**src/hw/edc_defs.svh**
```systemverilog
// Purpose: Constants for the external interrupt detect block
// Assumes: Core special function register bus with byte and bit access
// Notes:   Bit addresses are the bit-addressable aliases of the control byte
`ifndef EDC_DEFS_SVH
`define EDC_DEFS_SVH

// Control register byte address
`define EDC_CTRL_ADDR     8'h88
// Bit addresses of the four low control bits
`define EDC_TRIG0_BADDR   8'h88
`define EDC_FLAG0_BADDR   8'h89
`define EDC_TRIG1_BADDR   8'h8A
`define EDC_FLAG1_BADDR   8'h8B
// Field positions inside the control byte
`define EDC_TRIG0_POS     0
`define EDC_FLAG0_POS     1
`define EDC_TRIG1_POS     2
`define EDC_FLAG1_POS     3
// Reset values
`define EDC_FLAG_RST      1'b0
`define EDC_TRIG_RST      1'b0
`define EDC_PIN_IDLE      1'b1

`endif

```
**src/hw/edc_pkg.sv**
```systemverilog
// Purpose: Types for the external interrupt detect block
// Assumes: Nothing beyond the defs header
// Notes:   Trigger encoding matches the select bit value
package edc_pkg;

  // Trigger select: 0 low level, 1 falling edge
  typedef enum logic {
    EDC_LEVEL = 1'b0,
    EDC_EDGE  = 1'b1
  } edc_trig_t;

endpackage

```
**src/hw/edc_pin_detect.sv**
```systemverilog
// Purpose: Synchronise one active-low pin and find its falling edge
// Assumes: Pin is asynchronous to core_clk
// Notes:   A change counts once the second and third stages agree
`timescale 1ns/1ps
`include "edc_defs.svh"

module edc_pin_detect
  import edc_pkg::*;
(
  input  wire logic core_clk,
  input  wire logic srst,
  input  wire logic pinN,
  output logic      lowLevel,
  output logic      fallPulse
);

  logic syncA_r;
  logic syncB_r;
  logic syncC_r;
  logic level_r;
  logic fall_r;
  logic level_nxt;
  logic fall_nxt;

  // Accept a new level only when the two late stages agree
  always_comb begin
    level_nxt = level_r;
    if (syncB_r == syncC_r) begin
      level_nxt = syncC_r;
    end
    fall_nxt = level_r & ~level_nxt;
  end

  // Idle-high reset so a quiet pin never fakes an edge
  always_ff @(posedge core_clk) begin
    if (srst) begin
      syncA_r <= `EDC_PIN_IDLE;
      syncB_r <= `EDC_PIN_IDLE;
      syncC_r <= `EDC_PIN_IDLE;
      level_r <= `EDC_PIN_IDLE;
      fall_r  <= 1'b0;
    end else begin
      syncA_r <= pinN;
      syncB_r <= syncA_r;
      syncC_r <= syncB_r;
      level_r <= level_nxt;
      fall_r  <= fall_nxt;
    end
  end

  assign lowLevel  = ~level_r;
  assign fallPulse = fall_r;

endmodule

```
**src/hw/edc_ext_irq.sv**
```systemverilog
// Purpose: External interrupt request flags and trigger selects
// Assumes: Core drives byte and bit accesses for one cycle each
// Notes:   Upper nibble of the control byte belongs to the timers

`timescale 1ns/1ps
`include "edc_defs.svh"

// Summary of operation
// RULE1: Interrupt-1 flag set by fall or low level
// RULE2: Interrupt-0 flag set by fall or low level
// RULE3: Edge mode flag cleared on vector entry
// RULE4: Level mode flag follows pin, no clear
// RULE5: Select 1 means edge, 0 means level
// RULE6: Flags and selects reset to zero
// RULE7: Low nibble never steers the timers
// RULE8: Bits live in control byte 0x88
// RULE9: Pins synchronised, edges from successive samples
module edc_ext_irq
  import edc_pkg::*;
(
  input  wire logic       core_clk,
  input  wire logic       srst,
  input  wire logic       extIrq0PinN,
  input  wire logic       ext_irq1_pinN,
  input  wire logic [7:0] sfrAddr,
  input  wire logic       sfrWrEn,
  input  wire logic       sfrRdEn,
  input  wire logic [7:0] sfrWrData,
  output logic      [7:0] sfrRdData,
  input  wire logic [7:0] bitAddr,
  input  wire logic       bitWrEn,
  input  wire logic       bitWrVal,
  output logic            bitRdVal,
  input  wire logic [1:0] vecAck,
  output logic      [1:0] extReq
);

  logic [1:0] flag_r;
  logic [1:0] sel_r;
  logic [7:0] rdData_r;
  logic       bitRd_r;
  logic [1:0] flag_nxt;
  logic [1:0] sel_nxt;
  logic [7:0] rdData_nxt;
  logic       bitRd_nxt;
  logic [1:0] lowLevel;
  logic [1:0] fallPulse;
  logic [1:0] swWr;
  logic [1:0] swVal;
  logic [3:0] nibble;

  // One detector per pin [RULE9]
  edc_pin_detect u_det0 (
    .core_clk  (core_clk),
    .srst      (srst),
    .pinN      (extIrq0PinN),
    .lowLevel  (lowLevel[0]),
    .fallPulse (fallPulse[0])
  );

  edc_pin_detect u_det1 (
    .core_clk  (core_clk),
    .srst      (srst),
    .pinN      (ext_irq1_pinN),
    .lowLevel  (lowLevel[1]),
    .fallPulse (fallPulse[1])
  );

  assign nibble = {flag_r[1], sel_r[1], flag_r[0], sel_r[0]};

  // Software access, byte write or bit write at the control byte [RULE8]
  always_comb begin
    sel_nxt = sel_r;
    swWr    = 2'h0;
    swVal   = 2'h0;
    if (sfrWrEn && sfrAddr == `EDC_CTRL_ADDR) begin
      sel_nxt[0] = sfrWrData[`EDC_TRIG0_POS];
      sel_nxt[1] = sfrWrData[`EDC_TRIG1_POS];
      swWr       = 2'h3;
      swVal      = {sfrWrData[`EDC_FLAG1_POS], sfrWrData[`EDC_FLAG0_POS]};
    end else if (bitWrEn && bitAddr == `EDC_TRIG0_BADDR) begin
      sel_nxt[0] = bitWrVal;
    end else if (bitWrEn && bitAddr == `EDC_TRIG1_BADDR) begin
      sel_nxt[1] = bitWrVal;
    end else if (bitWrEn && bitAddr == `EDC_FLAG0_BADDR) begin
      swWr[0]  = 1'h1;
      swVal[0] = bitWrVal;
    end else if (bitWrEn && bitAddr == `EDC_FLAG1_BADDR) begin
      swWr[1]  = 1'h1;
      swVal[1] = bitWrVal;
    end
  end

  // Flag update; a detected edge beats any clear in the same cycle
  always_comb begin
    flag_nxt = flag_r;
    for (int i = 0; i < 2; i++) begin
      if (edc_trig_t'(sel_r[i]) == EDC_LEVEL) begin
        flag_nxt[i] = lowLevel[i]; // [RULE4] [RULE1] [RULE2] [RULE5]
      end else if (fallPulse[i]) begin
        flag_nxt[i] = 1'h1; // [RULE1] [RULE2] [RULE5]
      end else if (swWr[i]) begin
        flag_nxt[i] = swVal[i];
      end else if (vecAck[i]) begin
        flag_nxt[i] = 1'h0; // [RULE3]
      end
    end
  end

  // Registered read data; timer bits are not ours and read zero [RULE7]
  always_comb begin
    rdData_nxt = 8'h00;
    bitRd_nxt  = 1'h0;
    if (sfrRdEn && sfrAddr == `EDC_CTRL_ADDR) begin
      rdData_nxt = {4'h0, nibble};
    end
    if (bitAddr == `EDC_TRIG0_BADDR) begin
      bitRd_nxt = sel_r[0];
    end else if (bitAddr == `EDC_FLAG0_BADDR) begin
      bitRd_nxt = flag_r[0];
    end else if (bitAddr == `EDC_TRIG1_BADDR) begin
      bitRd_nxt = sel_r[1];
    end else if (bitAddr == `EDC_FLAG1_BADDR) begin
      bitRd_nxt = flag_r[1];
    end
  end

  // State registers
  always_ff @(posedge core_clk) begin
    if (srst) begin
      flag_r   <= {2{`EDC_FLAG_RST}}; // [RULE6]
      sel_r    <= {2{`EDC_TRIG_RST}}; // [RULE6]
      rdData_r <= 8'h00;
      bitRd_r  <= 1'b0;
    end else begin
      flag_r   <= flag_nxt;
      sel_r    <= sel_nxt;
      rdData_r <= rdData_nxt;
      bitRd_r  <= bitRd_nxt;
    end
  end

  assign sfrRdData = rdData_r;
  assign bitRdVal  = bitRd_r;
  assign extReq    = flag_r;
endmodule

```
**config.mk**
```make
export PLATFORM = sky130hd
export DESIGN_NAME = edc_ext_irq
export DESIGN_NICKNAME = d
export VERILOG_FILES = /design/src/hw/edc_pkg.sv /design/src/hw/edc_pin_detect.sv /design/src/hw/edc_ext_irq.sv
export VERILOG_INCLUDE_DIRS = /design/src /design/src/hw
export SDC_FILE = /design/constraint.sdc
export NUM_CORES = 1
export LEC_CHECK = 0
export ABC_AREA = 0
export BUFFER_PORTS_ARGS = -buffer_cell sky130_fd_sc_hd__buf_2
export CAP_MARGIN = 10
export CORE_MARGIN = 4
export CORE_UTILIZATION = 43
export DETAILED_ROUTE_END_ITERATION = 8
export HOLD_SLACK_MARGIN = 0.03
export PLACE_DENSITY = 0.82
export SLEW_MARGIN = 20
export SYNTH_ARGS = -nofsm -noshare
export SYNTH_HDL_FRONTEND = slang
export SYNTH_SLANG_ARGS = --single-unit
```
**constraint.sdc**
```tcl
create_clock -name core_clk -period 2.08 [get_ports core_clk]
set_input_delay 0.208 -clock core_clk [delete_from_list [all_inputs] [get_ports core_clk]]
set_output_delay 0.208 -clock core_clk [all_outputs]
set_load 0.05 [all_outputs]
```
== Word-level counts from Yosys, hierarchy flattened ==
Cells that the tools add are included.

* Multiplexer cells: 30
* Reductions and logical operators: 10
* Magnitude comparators: 0
* Bitwise logic cells: 7
* Divide/modulo/power cells: 0
* Shifts and indexed selects: 0
* $add $sub $neg: 0
* Eq/ne operators: 10
* Multipliers: 0

{| class="wikitable"
|+ Operators with widths
! cell !! count
|-
| 8-bit equality test, second input constant || 5
|-
| 1-bit 2-to-1 mux || 23
|-
| 2-bit 2-to-1 mux || 7
|-
| 4-bit by 2-bit inequality test with 1-bit output, second input constant || 2
|-
| 1-bit logical AND || 6
|-
| 1-bit NOT || 5
|-
| 2-bit nonzero test || 2
|-
| 1-bit AND || 2
|-
| 1-bit equality test || 2
|-
| 2-bit inequality test, second input constant || 1
|-
| 2-bit AND reduction || 1
|-
| 2-bit OR reduction || 1
|}

* Bits in writable memories: 0
* Bits in latches: 0
* Memories: 0
* Memory bits (read-only): 0
* Input port bits: 34
* Bits in registers: 23

== Longest topological paths before layout ==
Gate-level depths: netlist (run 1).

* Depth after elaboration: 10
* Depth in mapped cells: 5
* Depth with buffers taken out: 4

== Hierarchy ==
From an unflattened synthesis (run 1), not the netlist that was laid out.

* Cells, all modules: 81
* Area total of the unflattened synthesis: 842.1 µm²

{| class="wikitable"
|+ Modules (own cells, without submodules)
! module !! times used !! area an instance (µm²) !! cells an instance
|-
| edc_ext_irq || 1 || 539.3 || 55
|-
| edc_pin_detect || 2 || 151.4 || 13
|}

== Worst setup path before layout (run 1) ==
No wires, ideal clock.

* Path type: input port to flip-flop
* From: input port bitAddr[2]
* To: register flag_r[0] (netlist: extReq[0])
* Slack: 378 ps
* Library setup time: 116 ps
* Stages: 4
* Data arrival time: 1586 ps
* Required time: 1964 ps
* Path through: or4b_4 -> nor4_1 -> mux2_2 -> a31o_1

* Cells in the longest elaborated chain, start to end: 9
* Elaborated cells between the ends (all ways): 18
* Those cells by class: 4 x eq/ne; 11 x mux; 3 x reduce/logical

{| class="wikitable"
|+ Ends and longest elaborated chain
! what !! line !! source
|-
| start: declaration || edc_ext_irq.sv:30 || <nowiki>input wire logic [7:0] bitAddr,</nowiki>
|-
| 8-bit equality test (no line) || -- ||
|-
| 1-bit logical AND (no line) || -- ||
|-
| 1-bit 2-to-1 mux || edc_ext_irq.sv:85 || <nowiki>end else if (bitWrEn && bitAddr == `EDC_FLAG0_BADDR) begin</nowiki>
|-
| 2-bit 2-to-1 mux || edc_ext_irq.sv:83 || <nowiki>end else if (bitWrEn && bitAddr == `EDC_TRIG1_BADDR) begin</nowiki>
|-
| 2-bit 2-to-1 mux || edc_ext_irq.sv:81 || <nowiki>end else if (bitWrEn && bitAddr == `EDC_TRIG0_BADDR) begin</nowiki>
|-
| 2-bit 2-to-1 mux || edc_ext_irq.sv:76 || <nowiki>if (sfrWrEn && sfrAddr == `EDC_CTRL_ADDR) begin</nowiki>
|-
| 1-bit 2-to-1 mux || edc_ext_irq.sv:102 || <nowiki>end else if (swWr[i]) begin</nowiki>
|-
| 1-bit 2-to-1 mux || edc_ext_irq.sv:100 || <nowiki>end else if (fallPulse[i]) begin</nowiki>
|-
| 1-bit 2-to-1 mux || edc_ext_irq.sv:98 || <nowiki>if (edc_trig_t'(sel_r[i]) == EDC_LEVEL) begin</nowiki>
|-
| end signal: assignment || edc_ext_irq.sv:131 || <nowiki>flag_r <= {2{`EDC_FLAG_RST}};</nowiki>
|-
| end signal: assignment || edc_ext_irq.sv:136 || <nowiki>flag_r <= flag_nxt;</nowiki>
|-
| end: declaration || edc_ext_irq.sv:38 || <nowiki>logic [1:0] flag_r;</nowiki>
|}

Parallel ways exist; a longest one is shown, timed or not.
A chain may end at the register's enable or synchronous reset.

== Worst setup path after layout (run 1) ==
Ends and elaborated chain as after synthesis.

==> out/qor.txt, run 1 <==
R2R cell count -> 4
Grt ovf -> 0
Reg2reg start -> sel_r[1]
Fin crit share -> 0.737
Worst Path Required -> 2.28 ns
Synth warn -> 0
Number of CTS-inserted buffers -> 3
Crit. End Element -> register
Post-route setup TNS -> 0 ns
Logic pwr share -> 0.111
CTS H-tree lvls -> 1
Max Freq -> 652 MHz
Leak -> 0.469 nW
Clock transition at path regs -> 0.11 ns
RSZ-0062 raised after global routing -> false
Vias per cell -> 4.94
# IOs -> 45
Synth unique cells -> 35
Ant diodes -> 0
Clock skew -> 0.0101 ns
Worst Hold Class -> input port to register
Net Switching -> 0.156 mW
Hold Crit Depth -> 2
Avg WL per Cell -> 12.5 µm
Vias -> 711
Max Fanout on Critical Path -> 5
Post-route ant nets -> 0
Flops & latches, synth -> 19
RR Endpoint -> extReq[1]
Average cell area after synthesis -> 10.5 µm²
Full die area -> 2750 µm²
Top-area cell type share of the netlist area -> 0.448
Clock root buffer -> clkbuf_4
Worst reg-to-reg setup slack -> 0.76 ns
Layout cells sized above 1 -> 0.454
Final Setup Violations -> 0
DP Area -> 1030 µm²
Netlist Area Pre-Place -> 850 µm²
Total power of the final layout -> 0.626 mW
Max Slew Vio Count -> 0
Gpl congestion -> 0.720
Post-synth EDFFs -> 0
PwrDens -> 590 nW/µm²
# port buffers -> 36
Drt pass-1 iters -> 4
Largest register FFs -> 4
Switching portion of total power -> 0.250
CTS Sinks -> 19
Crit path launch type -> input port
Peak supply drop -> 0.405 mV
Number of global-route vias before repair -> 656
DRC -> 0
GR Util All Layers -> 0.133
CORE AREA -> 1800 µm²
Die height -> 52.5 µm
Sequential share of the synthesized area -> 0.448
Worst Path Class, Setup -> input port to register
Initial antenna violation count -> 0
Fillers -> 168
Internal power -> 0.470 mW
Synth top area cells -> dfxtp_1, buf_4, or2_2
CTS tree -> yes
Most common cell after layout, fill and taps aside -> buf_2
First-pass GRT wire length -> 2730 µm
Design area -> 1060 µm²
Primary FF master, synth -> dfxtp_1
Hpwl dp -> 1460 µm
CTS resizes -> 0
Crit path to -> extReq[0]
Setup crit start -> bitAddr[2]
Initial DRC count -> 10
Leading area contributor after synthesis -> dfxtp_1
Num rows -> 15
P&R area growth vs syn -> 25.0%
Nets -> 154
Max clock buf depth -> 2
Post-Synthesis Cells -> 81
Starting Density -> 0.472
Chip width -> 52.5 µm
Worst EP arrival -> 1.73 ns
Largest net degree at the start of global routing -> 12
Clock share of power -> 0.296
Post-CTS setup buffer count -> 0
Hold Slack -> 0.0804 ns
Most frequent cells in the layout -> buf_2, dfxtp_1, or2_2, nor2_1
Status -> completed
Post-synth ARST share -> 0
Post-CTS Hold Buffers -> 0
Clk_lat worst skew -> 0.30 ns
Fin crit period -> 1.53 ns
Hold Violations, Final -> 0
Max Cap Violations -> 0
Final WL -> 1800 µm
Reg power frac -> 0.593
==> cell usage after synthesis, types with 2 or more instances <==
| cell type | n |
|---|---|
| a211oi_1 | 2 |
| a21oi_1 | 2 |
| and2_1 | 4 |
| and3_1 | 2 |
| buf_4 | 5 |
| dfxtp_1 | 19 |
| inv_1 | 4 |
| mux2i_1 | 3 |
| nor2_1 | 5 |
| nor2b_1 | 2 |
| nor4b_2 | 2 |
| o21ai_0 | 3 |
| or2_2 | 6 |
==> cell type report <==
class,instances,area [µm²],share of cell area
Multi-Input combinational cell,56,428,0.403
Tap cell,25,31.3,0.0294
Inverter,4,15.0,0.0141
Timing Repair Buffer,36,180,0.170
Clock buffer,3,22.5,0.0212
Sequential cell,19,380,0.358
Clock inverter,1,5.00,0.00471
==> how the worst min path moves through the flow <==
stage | startpoint | endpoint | slack (ns)
3_3_place_gp | extIrq0PinN | u_det0.syncA_r | 0.39
5_1_grt | extIrq0PinN | u_det0.syncA_r | 0.08
3_5_place_dp | extIrq0PinN | u_det0.syncA_r | 0.39
2_1_floorplan | extIrq0PinN | u_det0.syncA_r | 0.31
6_report | ext_irq1_pinN | u_det1.syncA_r | 0.08
4_1_cts | ext_irq1_pinN | u_det1.syncA_r | 0.08
==> critical path: stages <==
cell,delay [ns]
buf_2,0.10
or4b_4,0.58
nor4_1,0.27
mux2_2,0.36
a31o_1,0.21
==> metrics by stage <==
stage	utilization	instances	worst slack, ns
after floorplan	-	84	0.378
after global placement	0.574	140	0.230
after detailed placement	0.574	140	0.230
after CTS	0.590	144	0.547
after global routing	0.590	144	0.508
final	0.590	144	0.546
==> power groups by stage <==
stage	Clock [mW]	Sequential [mW]	Combinational (mW)
after floorplan	0	0.379	0.0402
after global placement	0	0.379	0.0673
after detailed placement	0	0.380	0.0693
after CTS	0.189	0.371	0.0694
after global routing	0.204	0.372	0.0752
final	0.186	0.371	0.0696
==> kinds of logic (layout without fill, tap and decap cells) <==
family | count (synthesis) | count (layout) | synth area share
compound gates | 12 | 12 | 0.0972
buf+inv | 9 | 44 | 0.0619
flops | 19 | 19 | 0.448
mux | 5 | 5 | 0.0751
other cells | 1 | 4 | 0.00441
simple gates | 35 | 35 | 0.314
==> per-layer routing <==
metal  global-route usage  routed length [µm]  up-vias
li1                     -                   -      360
met1                0.160                 784      323
met2                0.225                 877       26
met3               0.0342                 129        2
met4               0.0511                  10        0
met5                    0                   0        -
Note: power is estimated with default switching activity, not from simulation.
==> inputs of run 2 (changes only) <==
Clock period 2.08 ns to 1.5 ns, I/O delays scaled along.
==> out/qor.txt, run 2 (synthesis gave the netlist of run 1 again) <==
Max Slew Vio Count -> 0
Hpwl dp -> 1550 µm
Clock skew -> 0.00954 ns
Gpl congestion -> 0.748
Hold Slack -> 0.121 ns
Drt pass-1 iters -> 4
Crit. End Element -> register
CP Cell Sequence -> buf_2 -> or4b_4 -> nor4_2 -> mux2_2 -> a31o_1
Clock root buffer -> clkbuf_4
Peak supply drop -> 0.680 mV
CTS tree -> yes
Post-route setup TNS -> 0 ns
Final Setup Violations -> 0
Initial antenna violation count -> 0
Most frequent cells in the layout -> buf_2, dfxtp_1, or2_2, nor2_1
RR Endpoint -> extReq[1]
Layout cells sized above 1 -> 0.468
Worst Path Required -> 1.70 ns
Crit path to -> extReq[0]
PwrDens -> 792 nW/µm²
Largest net degree at the start of global routing -> 13
Nets -> 159
Reg2reg start -> u_det1.fallPulse
Number of CTS-inserted buffers -> 3
Max Freq -> 727 MHz
GR Util All Layers -> 0.148
Most common cell after layout, fill and taps aside -> buf_2
Max Cap Violations -> 0
# port buffers -> 36
Starting Density -> 0.472
DP Area -> 1060 µm²
Largest register FFs -> 4
Setup crit start -> bitAddr[2]
Max clock buf depth -> 2
Status -> completed
Hold Violations, Final -> 0
Clk_lat worst skew -> 0.30 ns
Slowest cell delay on critical path -> 0.53 ns
Max Fanout on Critical Path -> 2
Fin crit period -> 1.37 ns
Leak -> 0.487 nW
Ant diodes -> 0
Initial DRC count -> 11
Clock transition at path regs -> 0.11 ns
CTS H-tree lvls -> 1
DRC -> 0
Worst slack, placed -> -0.203 ns
Post-route ant nets -> 0
Fillers -> 160
Full die area -> 2750 µm²
Slowest CP cell -> or4b_4
Num rows -> 15
Crit path launch type -> input port
R2R cell count -> 4
Worst Path Class, Setup -> input port to register
CTS resizes -> 0
CORE AREA -> 1800 µm²
Final WL -> 1900 µm
P&R area growth vs syn -> 31.1%
Avg WL per Cell -> 12.7 µm
Worst EP arrival -> 1.58 ns
Number of global-route vias before repair -> 747
RSZ-0062 raised after global routing -> false
Fin crit share -> 0.916
Post-route setup slack -> 0.125 ns
CTS Sinks -> 19
Die height -> 52.5 µm
Worst Hold Class -> input port to register
Post-CTS Hold Buffers -> 2
Post-CTS setup buffer count -> 0
Vias -> 769
Chip width -> 52.5 µm
# IOs -> 45
Grt ovf -> 0
Design area -> 1110 µm²
First-pass GRT wire length -> 3000 µm
Vias per cell -> 5.16
Worst reg-to-reg setup slack -> 0.25 ns
[run 2: power by group]
group / leakage [nW] / switching (mW) / internal, mW
clock: 0.0139 / 0.161 / 0.102
sequential: 0.154 / 0.00322 / 0.512
combinational: 0.319 / 0.0588 / 0.0465
[run 2: through the flow]
step	util	power, mW	instances
6_report	0.618	0.882	149
5_1_grt	0.618	0.924	149
4_1_cts	0.618	0.893	149
3_5_place_dp	0.590	0.628	143
3_3_place_gp	0.590	0.623	143
2_1_floorplan	-	0.582	84
[run 2: metal layers]
metal | track usage | wire (µm)
met1 | 0.139 | 687
met2 | 0.277 | 983
met3 | 0.0598 | 200
met4 | 0.0638 | 25
met5 | 0 | 0
[run 2: final cells by class]
cell class | count | area (µm²) | area share
multi-input cells | 56 | 434 | 0.390
flip-flops and latches | 19 | 380 | 0.342
repair buffers | 41 | 223 | 0.200
well taps | 25 | 31.3 | 0.0281
clock buffers | 3 | 22.5 | 0.0202
inverters | 4 | 15.0 | 0.0135
clock inverters | 1 | 7.51 | 0.00674
[run 2: worst min-delay path by stage]
stage                        startpoint              to  slack [ns]  cells after the start
after floorplan             extIrq0PinN  u_det0.syncA_r        0.25                      1
after global placement    ext_irq1_pinN  u_det1.syncA_r        0.33                      2
after detailed placement    extIrq0PinN  u_det0.syncA_r        0.34                      2
after CTS                          srst        sel_r[0]        0.12                      2
after global routing       sfrWrData[0]        sel_r[0]        0.11                      3
final                      sfrWrData[2]        sel_r[1]        0.12                      3
[run 2: critical path: cells and delay by family]
kind	cells	cell delay, ns
multiplexers	1	0.36
AO/OA/AOI/OAI	1	0.21
AND/OR/NAND/NOR	2	0.76
buffers and inverters	1	0.10
